<file path="src/logic/timer_pkg.sv">
// shared constants and types for the eight-bit timer/counter core
package timer_pkg;

  // ****************************************************************
  // register offsets (byte addresses, one word each)
  // ****************************************************************
  localparam logic [7:0] OFF_CTRL_A  = 8'h00; // control_register_a
  localparam logic [7:0] OFF_CTRL_B  = 8'h04; // control_register_b
  localparam logic [7:0] OFF_COUNT   = 8'h08; // count_value
  localparam logic [7:0] OFF_CMP_A   = 8'h0c; // compare_value_a
  localparam logic [7:0] OFF_CMP_B   = 8'h10; // compare_value_b
  localparam logic [7:0] OFF_FLAGS   = 8'h14; // timer_flag_register
  localparam logic [7:0] OFF_MASK    = 8'h18; // timer_mask_register

  // ****************************************************************
  // field positions
  // ****************************************************************
  localparam int WGM_LO_LSB = 0;  // waveform mode bits 1:0 in control a
  localparam int CS_LSB     = 0;  // clock_select_field in control b
  localparam int WGM_HI_BIT = 3;  // waveform mode bit 2 in control b
  localparam int OVF_BIT    = 0;  // overflow_flag position
  localparam int CMPA_BIT   = 1;  // compare_flag_a position
  localparam int CMPB_BIT   = 2;  // compare_flag_b position

  // ****************************************************************
  // reset values and count extremes
  // ****************************************************************
  localparam logic [7:0] RST_BYTE   = 8'h00; // counter and compares
  localparam logic [2:0] RST_FIELD  = 3'h0;  // mode and clock select
  localparam logic [7:0] CNT_BOTTOM = 8'h00;
  localparam logic [7:0] CNT_MAX    = 8'hff;

  // ****************************************************************
  // waveform mode codes
  // ****************************************************************
  localparam logic [2:0] WGM_NORMAL  = 3'h0;
  localparam logic [2:0] WGM_PC_FF   = 3'h1; // phase correct, top max
  localparam logic [2:0] WGM_CTC     = 3'h2; // clear on compare a
  localparam logic [2:0] WGM_FAST_FF = 3'h3;
  localparam logic [2:0] WGM_PC_A    = 3'h5; // phase correct, top a
  localparam logic [2:0] WGM_FAST_A  = 3'h7;

  // ****************************************************************
  // clock select codes and prescale taps (count masks)
  // ****************************************************************
  localparam logic [2:0] CS_NONE   = 3'h0;
  localparam logic [2:0] CS_DIV1   = 3'h1;
  localparam logic [2:0] CS_DIV8   = 3'h2;
  localparam logic [2:0] CS_DIV64  = 3'h3;
  localparam logic [2:0] CS_DIV256 = 3'h4;
  localparam logic [2:0] CS_DIV1K  = 3'h5;
  localparam logic [2:0] CS_EXT_FALL = 3'h6;
  localparam logic [9:0] TAP_8    = 10'h007;
  localparam logic [9:0] TAP_64   = 10'h03f;
  localparam logic [9:0] TAP_256  = 10'h0ff;
  localparam logic [9:0] TAP_1K   = 10'h3ff;

  // ****************************************************************
  // carriers
  // ****************************************************************
  typedef struct packed {
    logic cmpb;  // compare_flag_b
    logic cmpa;  // compare_flag_a
    logic ovf;   // overflow_flag
  } flags_t;

  typedef struct packed {
    logic [2:0] wgm;  // waveform_mode_field
    logic [2:0] cs;   // clock_select_field
  } ctrl_t;

endpackage : timer_pkg

</file>
<file path="src/logic/tick_select.sv">
// timer tick source: prescaler taps or synchronised external count pin
`timescale 1ns/1ps
`default_nettype none
module tick_select (
  input  wire logic       CLOCK,
  input  wire logic       RST,
  input  wire logic [2:0] clock_select_field,
  input  wire logic       external_count_pin,
  output logic            timer_tick
);

  // ****************************************************************
  // pin synchroniser and edge history
  // ****************************************************************
  logic       pin_meta_q;  // first stage, read only by second
  logic       pin_sync_q;  // second stage
  logic       pin_last_q;  // delayed copy for edge detect
  logic [9:0] pre_q;       // free-running prescaler

  // two flops before anything looks at the pin
  always_ff @(posedge CLOCK or posedge RST) begin
    if (RST) begin
      pin_meta_q <= 1'b0;
      pin_sync_q <= 1'b0;
      pin_last_q <= 1'b0;
    end else begin
      pin_meta_q <= external_count_pin;
      pin_sync_q <= pin_meta_q;
      pin_last_q <= pin_sync_q;
    end
  end

  // prescaler never resets mid-run, so first divided tick may be early
  always_ff @(posedge CLOCK or posedge RST) begin
    if (RST) begin
      pre_q <= 10'h000;
    end else begin
      pre_q <= pre_q + 10'h001;
    end
  end

  // ****************************************************************
  // source and edge choice
  // ****************************************************************
  always_comb begin
    case (clock_select_field)
      timer_pkg::CS_NONE:     timer_tick = 1'b0;
      timer_pkg::CS_DIV1:     timer_tick = 1'b1;
      timer_pkg::CS_DIV8:     timer_tick = (pre_q & timer_pkg::TAP_8) == timer_pkg::TAP_8;
      timer_pkg::CS_DIV64:    timer_tick = (pre_q & timer_pkg::TAP_64) == timer_pkg::TAP_64;
      timer_pkg::CS_DIV256:   timer_tick = (pre_q & timer_pkg::TAP_256) == timer_pkg::TAP_256;
      timer_pkg::CS_DIV1K:    timer_tick = pre_q == timer_pkg::TAP_1K;
      timer_pkg::CS_EXT_FALL: timer_tick = pin_last_q & ~pin_sync_q;
      default:                timer_tick = ~pin_last_q & pin_sync_q;
    endcase
  end

endmodule : tick_select
`default_nettype wire

</file>
<file path="src/logic/timer_counter.sv">
// eight-bit up/down timer/counter with two compare units, axi4-lite slave
`timescale 1ns/1ps
`default_nettype none
module timer_counter (
  input  wire logic        CLOCK,
  input  wire logic        RST,
  input  wire logic        EXT_COUNT_PIN,
  input  wire logic [2:0]  IRQ_ACK,
  output logic      [2:0]  IRQ,
  output logic             COUNT_BOTTOM,
  output logic             COUNT_MAX,
  input  wire logic        S_AXI_AWVALID,
  output logic             S_AXI_AWREADY,
  input  wire logic [7:0]  S_AXI_AWADDR,
  input  wire logic        S_AXI_WVALID,
  output logic             S_AXI_WREADY,
  input  wire logic [31:0] S_AXI_WDATA,
  input  wire logic [3:0]  S_AXI_WSTRB,
  output logic             S_AXI_BVALID,
  input  wire logic        S_AXI_BREADY,
  output logic      [1:0]  S_AXI_BRESP,
  input  wire logic        S_AXI_ARVALID,
  output logic             S_AXI_ARREADY,
  input  wire logic [7:0]  S_AXI_ARADDR,
  output logic             S_AXI_RVALID,
  input  wire logic        S_AXI_RREADY,
  output logic      [31:0] S_AXI_RDATA,
  output logic      [1:0]  S_AXI_RRESP
);

  // ****************************************************************
  // helpers
  // ****************************************************************
  function automatic logic mapped(input logic [7:0] a);
    mapped = a == timer_pkg::OFF_CTRL_A || a == timer_pkg::OFF_CTRL_B ||
             a == timer_pkg::OFF_COUNT  || a == timer_pkg::OFF_CMP_A  ||
             a == timer_pkg::OFF_CMP_B  || a == timer_pkg::OFF_FLAGS  ||
             a == timer_pkg::OFF_MASK;
  endfunction : mapped

  // pwm modes: bit 0 set means fast or phase correct
  function automatic logic is_pwm(input logic [2:0] m);
    is_pwm = m[0];
  endfunction : is_pwm

  function automatic logic is_phase(input logic [2:0] m);
    is_phase = m[0] & ~m[1];
  endfunction : is_phase

  // ****************************************************************
  // state
  // ****************************************************************
  timer_pkg::ctrl_t  ctrl_q;             // mode and clock select
  timer_pkg::flags_t flags_q;            // timer_flag_register
  timer_pkg::flags_t mask_q;             // timer_mask_register
  timer_pkg::flags_t flag_set;           // hardware events this cycle
  timer_pkg::flags_t flag_clr;           // service or write-one clears
  logic [7:0]  cnt_q, cnt_d;             // count_value
  logic        dir_q, dir_d;             // high while counting down
  logic [7:0]  cmpa_buf_q, cmpb_buf_q;   // processor-visible compares
  logic [7:0]  cmpa_q, cmpb_q;           // compares in use
  logic        block_q;                  // match suppression pending
  logic        tick;                     // timer_tick
  logic [7:0]  top;                      // top of sequence
  logic        ovf_ev;                   // overflow event
  logic        upd_pt;                   // compare buffer update point
  logic        aw_full_q, w_full_q;      // captured write halves
  logic [7:0]  aw_addr_q;
  logic [7:0]  w_data_q;
  logic        w_lane_q;                 // low byte lane enabled
  logic        wr_go;                    // write performed this edge
  logic [7:0]  wb;                       // written byte

  tick_select u_tick (
    .CLOCK              (CLOCK),
    .RST                (RST),
    .clock_select_field (ctrl_q.cs),
    .external_count_pin (EXT_COUNT_PIN),
    .timer_tick         (tick)
  );

  // ****************************************************************
  // axi4-lite write side
  // ****************************************************************
  assign S_AXI_AWREADY = ~aw_full_q;
  assign S_AXI_WREADY  = ~w_full_q;
  assign wr_go = aw_full_q & w_full_q & ~S_AXI_BVALID;
  assign wb    = w_data_q;

  // address and data may arrive in either order; each is held until used
  always_ff @(posedge CLOCK or posedge RST) begin
    if (RST) begin
      aw_full_q <= 1'b0;
      w_full_q  <= 1'b0;
      aw_addr_q <= 8'h00;
      w_data_q  <= 8'h00;
      w_lane_q  <= 1'b0;
    end else begin
      if (S_AXI_AWVALID && !aw_full_q) begin
        aw_full_q <= 1'b1;
        aw_addr_q <= S_AXI_AWADDR;
      end else if (wr_go) begin
        aw_full_q <= 1'b0;
      end
      if (S_AXI_WVALID && !w_full_q) begin
        w_full_q <= 1'b1;
        w_data_q <= S_AXI_WDATA[7:0];
        w_lane_q <= S_AXI_WSTRB[0];
      end else if (wr_go) begin
        w_full_q <= 1'b0;
      end
    end
  end

  // response, slverr for holes in the map
  always_ff @(posedge CLOCK or posedge RST) begin
    if (RST) begin
      S_AXI_BVALID <= 1'b0;
      S_AXI_BRESP  <= 2'h0;
    end else if (wr_go) begin
      S_AXI_BVALID <= 1'b1;
      S_AXI_BRESP  <= mapped(aw_addr_q) ? 2'h0 : 2'h2;
    end else if (S_AXI_BREADY) begin
      S_AXI_BVALID <= 1'b0;
    end
  end

  // write strobes per register, low lane only since registers are bytes
  logic wr_ctrl_a, wr_ctrl_b, wr_cnt, wr_cmpa, wr_cmpb, wr_flags, wr_mask;
  assign wr_ctrl_a = wr_go & w_lane_q & (aw_addr_q == timer_pkg::OFF_CTRL_A);
  assign wr_ctrl_b = wr_go & w_lane_q & (aw_addr_q == timer_pkg::OFF_CTRL_B);
  assign wr_cnt    = wr_go & w_lane_q & (aw_addr_q == timer_pkg::OFF_COUNT);
  assign wr_cmpa   = wr_go & w_lane_q & (aw_addr_q == timer_pkg::OFF_CMP_A);
  assign wr_cmpb   = wr_go & w_lane_q & (aw_addr_q == timer_pkg::OFF_CMP_B);
  assign wr_flags  = wr_go & w_lane_q & (aw_addr_q == timer_pkg::OFF_FLAGS);
  assign wr_mask   = wr_go & w_lane_q & (aw_addr_q == timer_pkg::OFF_MASK);

  // ****************************************************************
  // axi4-lite read side
  // ****************************************************************
  assign S_AXI_ARREADY = ~S_AXI_RVALID;

  // one read at a time; data captured when the address is taken
  always_ff @(posedge CLOCK or posedge RST) begin
    if (RST) begin
      S_AXI_RVALID <= 1'b0;
      S_AXI_RDATA  <= 32'h0000_0000;
      S_AXI_RRESP  <= 2'h0;
    end else if (S_AXI_ARVALID && !S_AXI_RVALID) begin
      S_AXI_RVALID <= 1'b1;
      S_AXI_RRESP  <= mapped(S_AXI_ARADDR) ? 2'h0 : 2'h2;
      case (S_AXI_ARADDR)
        timer_pkg::OFF_CTRL_A: S_AXI_RDATA <= {30'h0, ctrl_q.wgm[1:0]};
        timer_pkg::OFF_CTRL_B: S_AXI_RDATA <= {28'h0, ctrl_q.wgm[2], ctrl_q.cs};
        timer_pkg::OFF_COUNT:  S_AXI_RDATA <= {24'h0, cnt_q};
        timer_pkg::OFF_CMP_A:  S_AXI_RDATA <= {24'h0, cmpa_buf_q};
        timer_pkg::OFF_CMP_B:  S_AXI_RDATA <= {24'h0, cmpb_buf_q};
        timer_pkg::OFF_FLAGS:  S_AXI_RDATA <= {29'h0, flags_q};
        timer_pkg::OFF_MASK:   S_AXI_RDATA <= {29'h0, mask_q};
        default:               S_AXI_RDATA <= 32'h0000_0000;
      endcase
    end else if (S_AXI_RREADY) begin
      S_AXI_RVALID <= 1'b0;
    end
  end

  // ****************************************************************
  // control and mask registers
  // ****************************************************************
  always_ff @(posedge CLOCK or posedge RST) begin
    if (RST) begin
      ctrl_q <= '{wgm: timer_pkg::RST_FIELD, cs: timer_pkg::RST_FIELD};
      mask_q <= '0;
    end else begin
      if (wr_ctrl_a) ctrl_q.wgm[1:0] <= wb[timer_pkg::WGM_LO_LSB +: 2];
      if (wr_ctrl_b) begin
        ctrl_q.wgm[2] <= wb[timer_pkg::WGM_HI_BIT];
        ctrl_q.cs     <= wb[timer_pkg::CS_LSB +: 3];
      end
      if (wr_mask) mask_q <= wb[2:0];
    end
  end

  // ****************************************************************
  // counter unit
  // ****************************************************************
  // top is compare a in ctc and in every mode with wgm2 set, else max
  assign top = (ctrl_q.wgm == timer_pkg::WGM_CTC || ctrl_q.wgm[2]) ?
               cmpa_q : timer_pkg::CNT_MAX;

  // fast pwm reloads compares at wrap, phase correct at top
  assign upd_pt = tick & (cnt_q == top) & (~is_phase(ctrl_q.wgm) | ~dir_q);

  always_comb begin
    cnt_d  = cnt_q;
    dir_d  = dir_q;
    ovf_ev = 1'b0;
    if (tick) begin
      if (is_phase(ctrl_q.wgm)) begin
        // up to top, back down to bottom; overflow at bottom
        if (!dir_q) begin
          if (cnt_q == top) begin
            dir_d = 1'b1;
            cnt_d = cnt_q - 8'h01;
          end else begin
            cnt_d = cnt_q + 8'h01;
          end
        end else if (cnt_q == timer_pkg::CNT_BOTTOM) begin
          dir_d  = 1'b0;
          cnt_d  = cnt_q + 8'h01;
          ovf_ev = 1'b1;
        end else begin
          cnt_d = cnt_q - 8'h01;
        end
      end else if (is_pwm(ctrl_q.wgm) || ctrl_q.wgm == timer_pkg::WGM_CTC) begin
        dir_d = 1'b0;
        if (cnt_q == top) begin
          cnt_d = timer_pkg::CNT_BOTTOM;
        end else begin
          cnt_d = cnt_q + 8'h01;
        end
        // fast pwm overflows at top, ctc at max
        ovf_ev = is_pwm(ctrl_q.wgm) ? (cnt_q == top)
                                    : (cnt_q == timer_pkg::CNT_MAX);
      end else begin
        dir_d  = 1'b0;
        cnt_d  = cnt_q + 8'h01;
        ovf_ev = cnt_q == timer_pkg::CNT_MAX;
      end
    end
    if (wr_cnt) cnt_d = wb;
  end

  always_ff @(posedge CLOCK or posedge RST) begin
    if (RST) begin
      cnt_q <= timer_pkg::RST_BYTE;
      dir_q <= 1'b0;
    end else begin
      cnt_q <= cnt_d;
      dir_q <= dir_d;
    end
  end

  assign COUNT_BOTTOM = cnt_q == timer_pkg::CNT_BOTTOM;
  assign COUNT_MAX    = cnt_q == timer_pkg::CNT_MAX;

  // ****************************************************************
  // compare units
  // ****************************************************************
  // buffered in pwm modes to keep pulses symmetrical; direct otherwise
  always_ff @(posedge CLOCK or posedge RST) begin
    if (RST) begin
      cmpa_buf_q <= timer_pkg::RST_BYTE;
      cmpb_buf_q <= timer_pkg::RST_BYTE;
      cmpa_q     <= timer_pkg::RST_BYTE;
      cmpb_q     <= timer_pkg::RST_BYTE;
    end else begin
      if (wr_cmpa) cmpa_buf_q <= wb;
      if (wr_cmpb) cmpb_buf_q <= wb;
      if (!is_pwm(ctrl_q.wgm)) begin
        if (wr_cmpa) cmpa_q <= wb;
        if (wr_cmpb) cmpb_q <= wb;
      end else if (upd_pt) begin
        cmpa_q <= cmpa_buf_q;
        cmpb_q <= cmpb_buf_q;
      end
    end
  end

  // a count write arms the block; the next tick consumes it
  always_ff @(posedge CLOCK or posedge RST) begin
    if (RST) begin
      block_q <= 1'b0;
    end else if (wr_cnt) begin
      block_q <= 1'b1;
    end else if (tick) begin
      block_q <= 1'b0;
    end
  end

  // ****************************************************************
  // flags and requests
  // ****************************************************************
  // equality is sampled on the tick, flag appears the edge after
  assign flag_set.ovf  = ovf_ev;
  assign flag_set.cmpa = tick & ~block_q & ~wr_cnt & (cnt_q == cmpa_q);
  assign flag_set.cmpb = tick & ~block_q & ~wr_cnt & (cnt_q == cmpb_q);
  assign flag_clr = IRQ_ACK | (wr_flags ? wb[2:0] : 3'h0);

  // set wins over a clear in the same cycle
  always_ff @(posedge CLOCK or posedge RST) begin
    if (RST) begin
      flags_q <= '0;
    end else begin
      flags_q <= flag_set | (flags_q & ~flag_clr);
    end
  end

  assign IRQ = flags_q & mask_q;
endmodule : timer_counter
`default_nettype wire

</file>
<file path="config.mk">
export PLATFORM = sky130hd
export DESIGN_NAME = timer_counter
export DESIGN_NICKNAME = d
export VERILOG_FILES = /design/src/logic/timer_pkg.sv /design/src/logic/tick_select.sv /design/src/logic/timer_counter.sv
export SDC_FILE = /design/constraint.sdc
export NUM_CORES = 1
export LEC_CHECK = 0
export ABC_CLOCK_PERIOD_IN_PS = 3500
export BUFFER_PORTS_ARGS = -buffer_cell sky130_fd_sc_hd__buf_2
export CELL_PAD_IN_SITES_DETAIL_PLACEMENT = 0
export CELL_PAD_IN_SITES_GLOBAL_PLACEMENT = 1
export CORE_MARGIN = 4
export CORE_UTILIZATION = 25
export DETAILED_ROUTE_END_ITERATION = 8
export GPL_ROUTABILITY_DRIVEN = 0
export GPL_TIMING_DRIVEN = 0
export PLACE_DENSITY = 0.49
export SLEW_MARGIN = 10
export SYNTH_ARGS = -nofsm -noshare
export SYNTH_HDL_FRONTEND = slang
export SYNTH_SLANG_ARGS = --single-unit
</file>
<file path="constraint.sdc">
create_clock -name CLOCK -period 3.5 [get_ports CLOCK]
set_clock_uncertainty 0.15 [all_clocks]
set_input_delay 0.35 -clock CLOCK [delete_from_list [all_inputs] [get_ports CLOCK]]
set_output_delay 0.35 -clock CLOCK [all_outputs]
set_load 0.005 [all_outputs]
</file>
==> run metrics <==
die outline area 24310 um2; post-synth top area cell dfrtp_1; source-to-sink clock delay at the later pin of the worst-skew pair 0.35 ns; Post-synth EDFFs 0; cell types with the largest area share after synthesis dfrtp_1 45%, mux2_2 12%, nand2_1 5.4%; sum of overflow across all layers after global routing 0; worst r2r dst cnt_q[6]; wire length after detailed routing 15700 um; IO buf count 54; clock edge transition at the registers on the reported setup and hold paths 0.07 ns; max cap viols 0; fraction of the cycle the final worst path needs 0.8949; register-to-register setup slack 0.37 ns; reg2reg start cnt_q[1]; highest net fanout along the worst path 10; Synth Cell Area 5470 um2; critical path launch point type flop; pin count of the biggest net entering global routing 53; number of vias per cell 4.661; first-pass GRT wire length 25380 um; number of post-CTS setup repair buffers 0; Boundary Pins 109; Achievable Freq 319.3 MHz; Worst Hold Launch S_AXI_BREADY; number of antenna violations at the first check in global routing 1; number of detailed-routing iterations run before antenna repair 4; smallest hold slack 0.01887 ns; Synth Register Bits 98; switching power 1402 uW; initial cell density of the core 0.2570; die height 155.9 um; clock period minus final worst setup slack 3.132 ns; clock tree from TritonCTS yes; Internal Power 2429 uW; Num Clock Sinks 98; Slew headroom 0.4395; sequential power share 0.416; number of endpoints failing setup at the final stage 0; DRC errors left 0; power density over the cells 586.0 nW/um2; maximum level of the CTS H-tree 3; most numerous cell types in the synthesized netlist 98 x dfrtp_1, 78 x nand2_1, 56 x mux2_2; wire length per cell after detailed routing 17.12 um; Slew Limit Fails 0; clock network power share 0.269; logic gate share of total power 0.315; static leakage 0.002993 uW; Avg Cell Area, Syn 10.06 um2; Top FF cell, synth dfrtp_1; via count of the first global-routing pass 4344; Die X-Extent 155.9 um; Post-Place Cells 899; total vias in the final route 4274; overall track demand over capacity in global routing 0.1342; Detailed Place HPWL 11910 um; Non-Filler Instances 917; number of nets at the end of the flow 705; most instantiated library cell after synthesis dfrtp_1; Peak VDD IR 0.2444 mV; terminating pin of the worst hold path S_AXI_BVALID; critical path endpoint category flop; area share of the leading cell type in the synthesized netlist 0.4483; data required time of the critical path 3.57 ns; library cell used as clock root buffer clkbuf_16; setup repair after global routing missed its margin false; Inserted Clock Buffers 9; number of distinct library cells after synthesis 68; startpoint-to-endpoint class of the critical path flop to flop; Detail Route Antenna Nets 0; Placement Rows 53; cell count after synthesis 544; depth of the worst register-to-register path 8; min-delay worst type input port to flop; actual slew at the worst max-slew pin 0.8408 ns; number of inserted diodes 0; share of flip-flops with an asynchronous set or reset after synthesis 1.000; share of the yosys chip area belonging to registers 0.4483; depth of the worst hold-timing path 2; Yosys Warn Count 0; fraction of layout cells with a size suffix above 1 0.2757; DR iter-0 viols 188; sw frac 0.3659; count of endpoints failing hold in the final timing report 0; CP arrival 3.20 ns; Core Box Area 21290 um2; run status complete, no violations; Layout Area Growth over Synthesis 19.49%; maximum clock path buffer count 2
[layout make-up]
| class | instances | area [um2] |
|---|---|---|
| buffer | 54 | 309.0 |
| clock buffer | 9 | 225.2 |
| clock inverter | 7 | 75.07 |
| fill | 2239 | 14750 |
| inverter | 14 | 57.56 |
| multi-input combinational | 403 | 2755 |
| sequential | 98 | 2452 |
| tap | 275 | 344.1 |
| timing repair buffer | 57 | 317.8 |
[worst max-delay path: stages (launching register included)]
cell and delay [ns]:
dfrtp_1 0.34, buf_2 0.27, nor2b_1 0.10, a2111oi_2 0.70, a21oi_1 0.28, nor4_4 0.52, nor3b_1 0.12, a2111oi_0 0.42
o31ai_1 0.10
[worst max path at each step]
stage	from	end
after CTS	cnt_q[1]	cnt_q[6]
after floorplan	RST	S_AXI_BRESP[1]
after global routing	cnt_q[1]	cnt_q[6]
after detailed placement	cnt_q[1]	cnt_q[6]
final	cnt_q[1]	cnt_q[6]
after global placement	RST	cnt_q[6]
[registers in the layout (all words and copies together) (netlist names), 3 cells and up]
signal and flops:
cmpa_q 8, mask_q 3, cmpb_buf_q 8, S_AXI_RDATA 8, flags_q 3, cnt_q 8, cmpa_buf_q 8, u_tick.pre_q 10
ctrl_q 6, cmpb_q 8, w_data_q 8, aw_addr_q 8
[per-layer routing]
layer | wire [um] | track usage | vias up
met5 | 7 | 0 | -
met4 | 328 | 0.04710 | 2
met3 | 781 | 0.02358 | 19
met2 | 7088 | 0.2080 | 94
met1 | 7489 | 0.1885 | 2092
li1 | - | - | 2067
[stage by stage]
step	total power (uW)	util	cell area (um2)	TNS (ns)	worst slack, ns
global route	4119	0.3071	6536	0	0.09223
detailed placement	2854	0.2918	6211	0	0.1823
finish	3830	0.3071	6536	0	0.3678
global placement	2821	0.2902	6178	-95.69	-0.9864
floorplan	2412	-	5564	0	0.4379
CTS	3908	0.3068	6531	0	0.1576
[kinds of logic (layout without fill, tap and decap cells)]
kind of cell             count (synthesis)  count (layout)  synth area share
other                                    1              26         0.0006855
flip-flops                              98              98            0.4483
AND/OR/NAND/NOR                        193             193            0.1818
AO/OA/AOI/OAI                           93              93            0.1244
XOR/XNOR                                18              18           0.02882
multiplexers                            68              68            0.1384
buffers and inverters                   68             141           0.06610
adder cells (fa/ha/maj)                  5               5           0.01144
[power groups by stage]
stage               sequential, uW  clock (uW)  combinational, uW
floorplan                     1520           0                893
global placement              1620           0               1210
detailed placement            1630           0               1230
CTS                           1610        1070               1230
global route                  1640        1120               1360
finish                        1590        1030               1210
[layout by cell type, fill, tap and decap left out, drive strengths merged, types with 3 or more instances in the layout]
cell      Yosys  layout
a31oi         7       7
nor2         30      30
mux2i        10      10
nand3b        4       4
a221oi        3       3
inv          14      16
clkinvlp      0       3
nand4         7       7
nor4b         4       4
buf          34      89
o21ai        22      22
conb          1      26
xnor2        15      15
mux2         58      58
nor3          9       9
a311oi        4       4
o21a          4       4
nor2b        12      12
a22o          6       6
clkbuf       20      29
nand2        78      78
dfrtp        98      98
o211ai        4       4
a32oi         4       4
nand2b        8       8
nand3        15      15
and3          5       5
o31ai         3       3
and2          5       5
ha            5       5
nor4          3       3
xor2          3       3
a2111oi       3       3
a21oi        13      13
a22oi         6       6
and3b         3       3
[what timing repair did]
action / CTS / global route
endpoints found under the setup margin: 0 / 1
hold buffers: 2 / 0
resized for setup: 0 / 1
endpoints found under the hold margin: 47 / 0
Note: power is estimated with default switching activity, not from simulation.
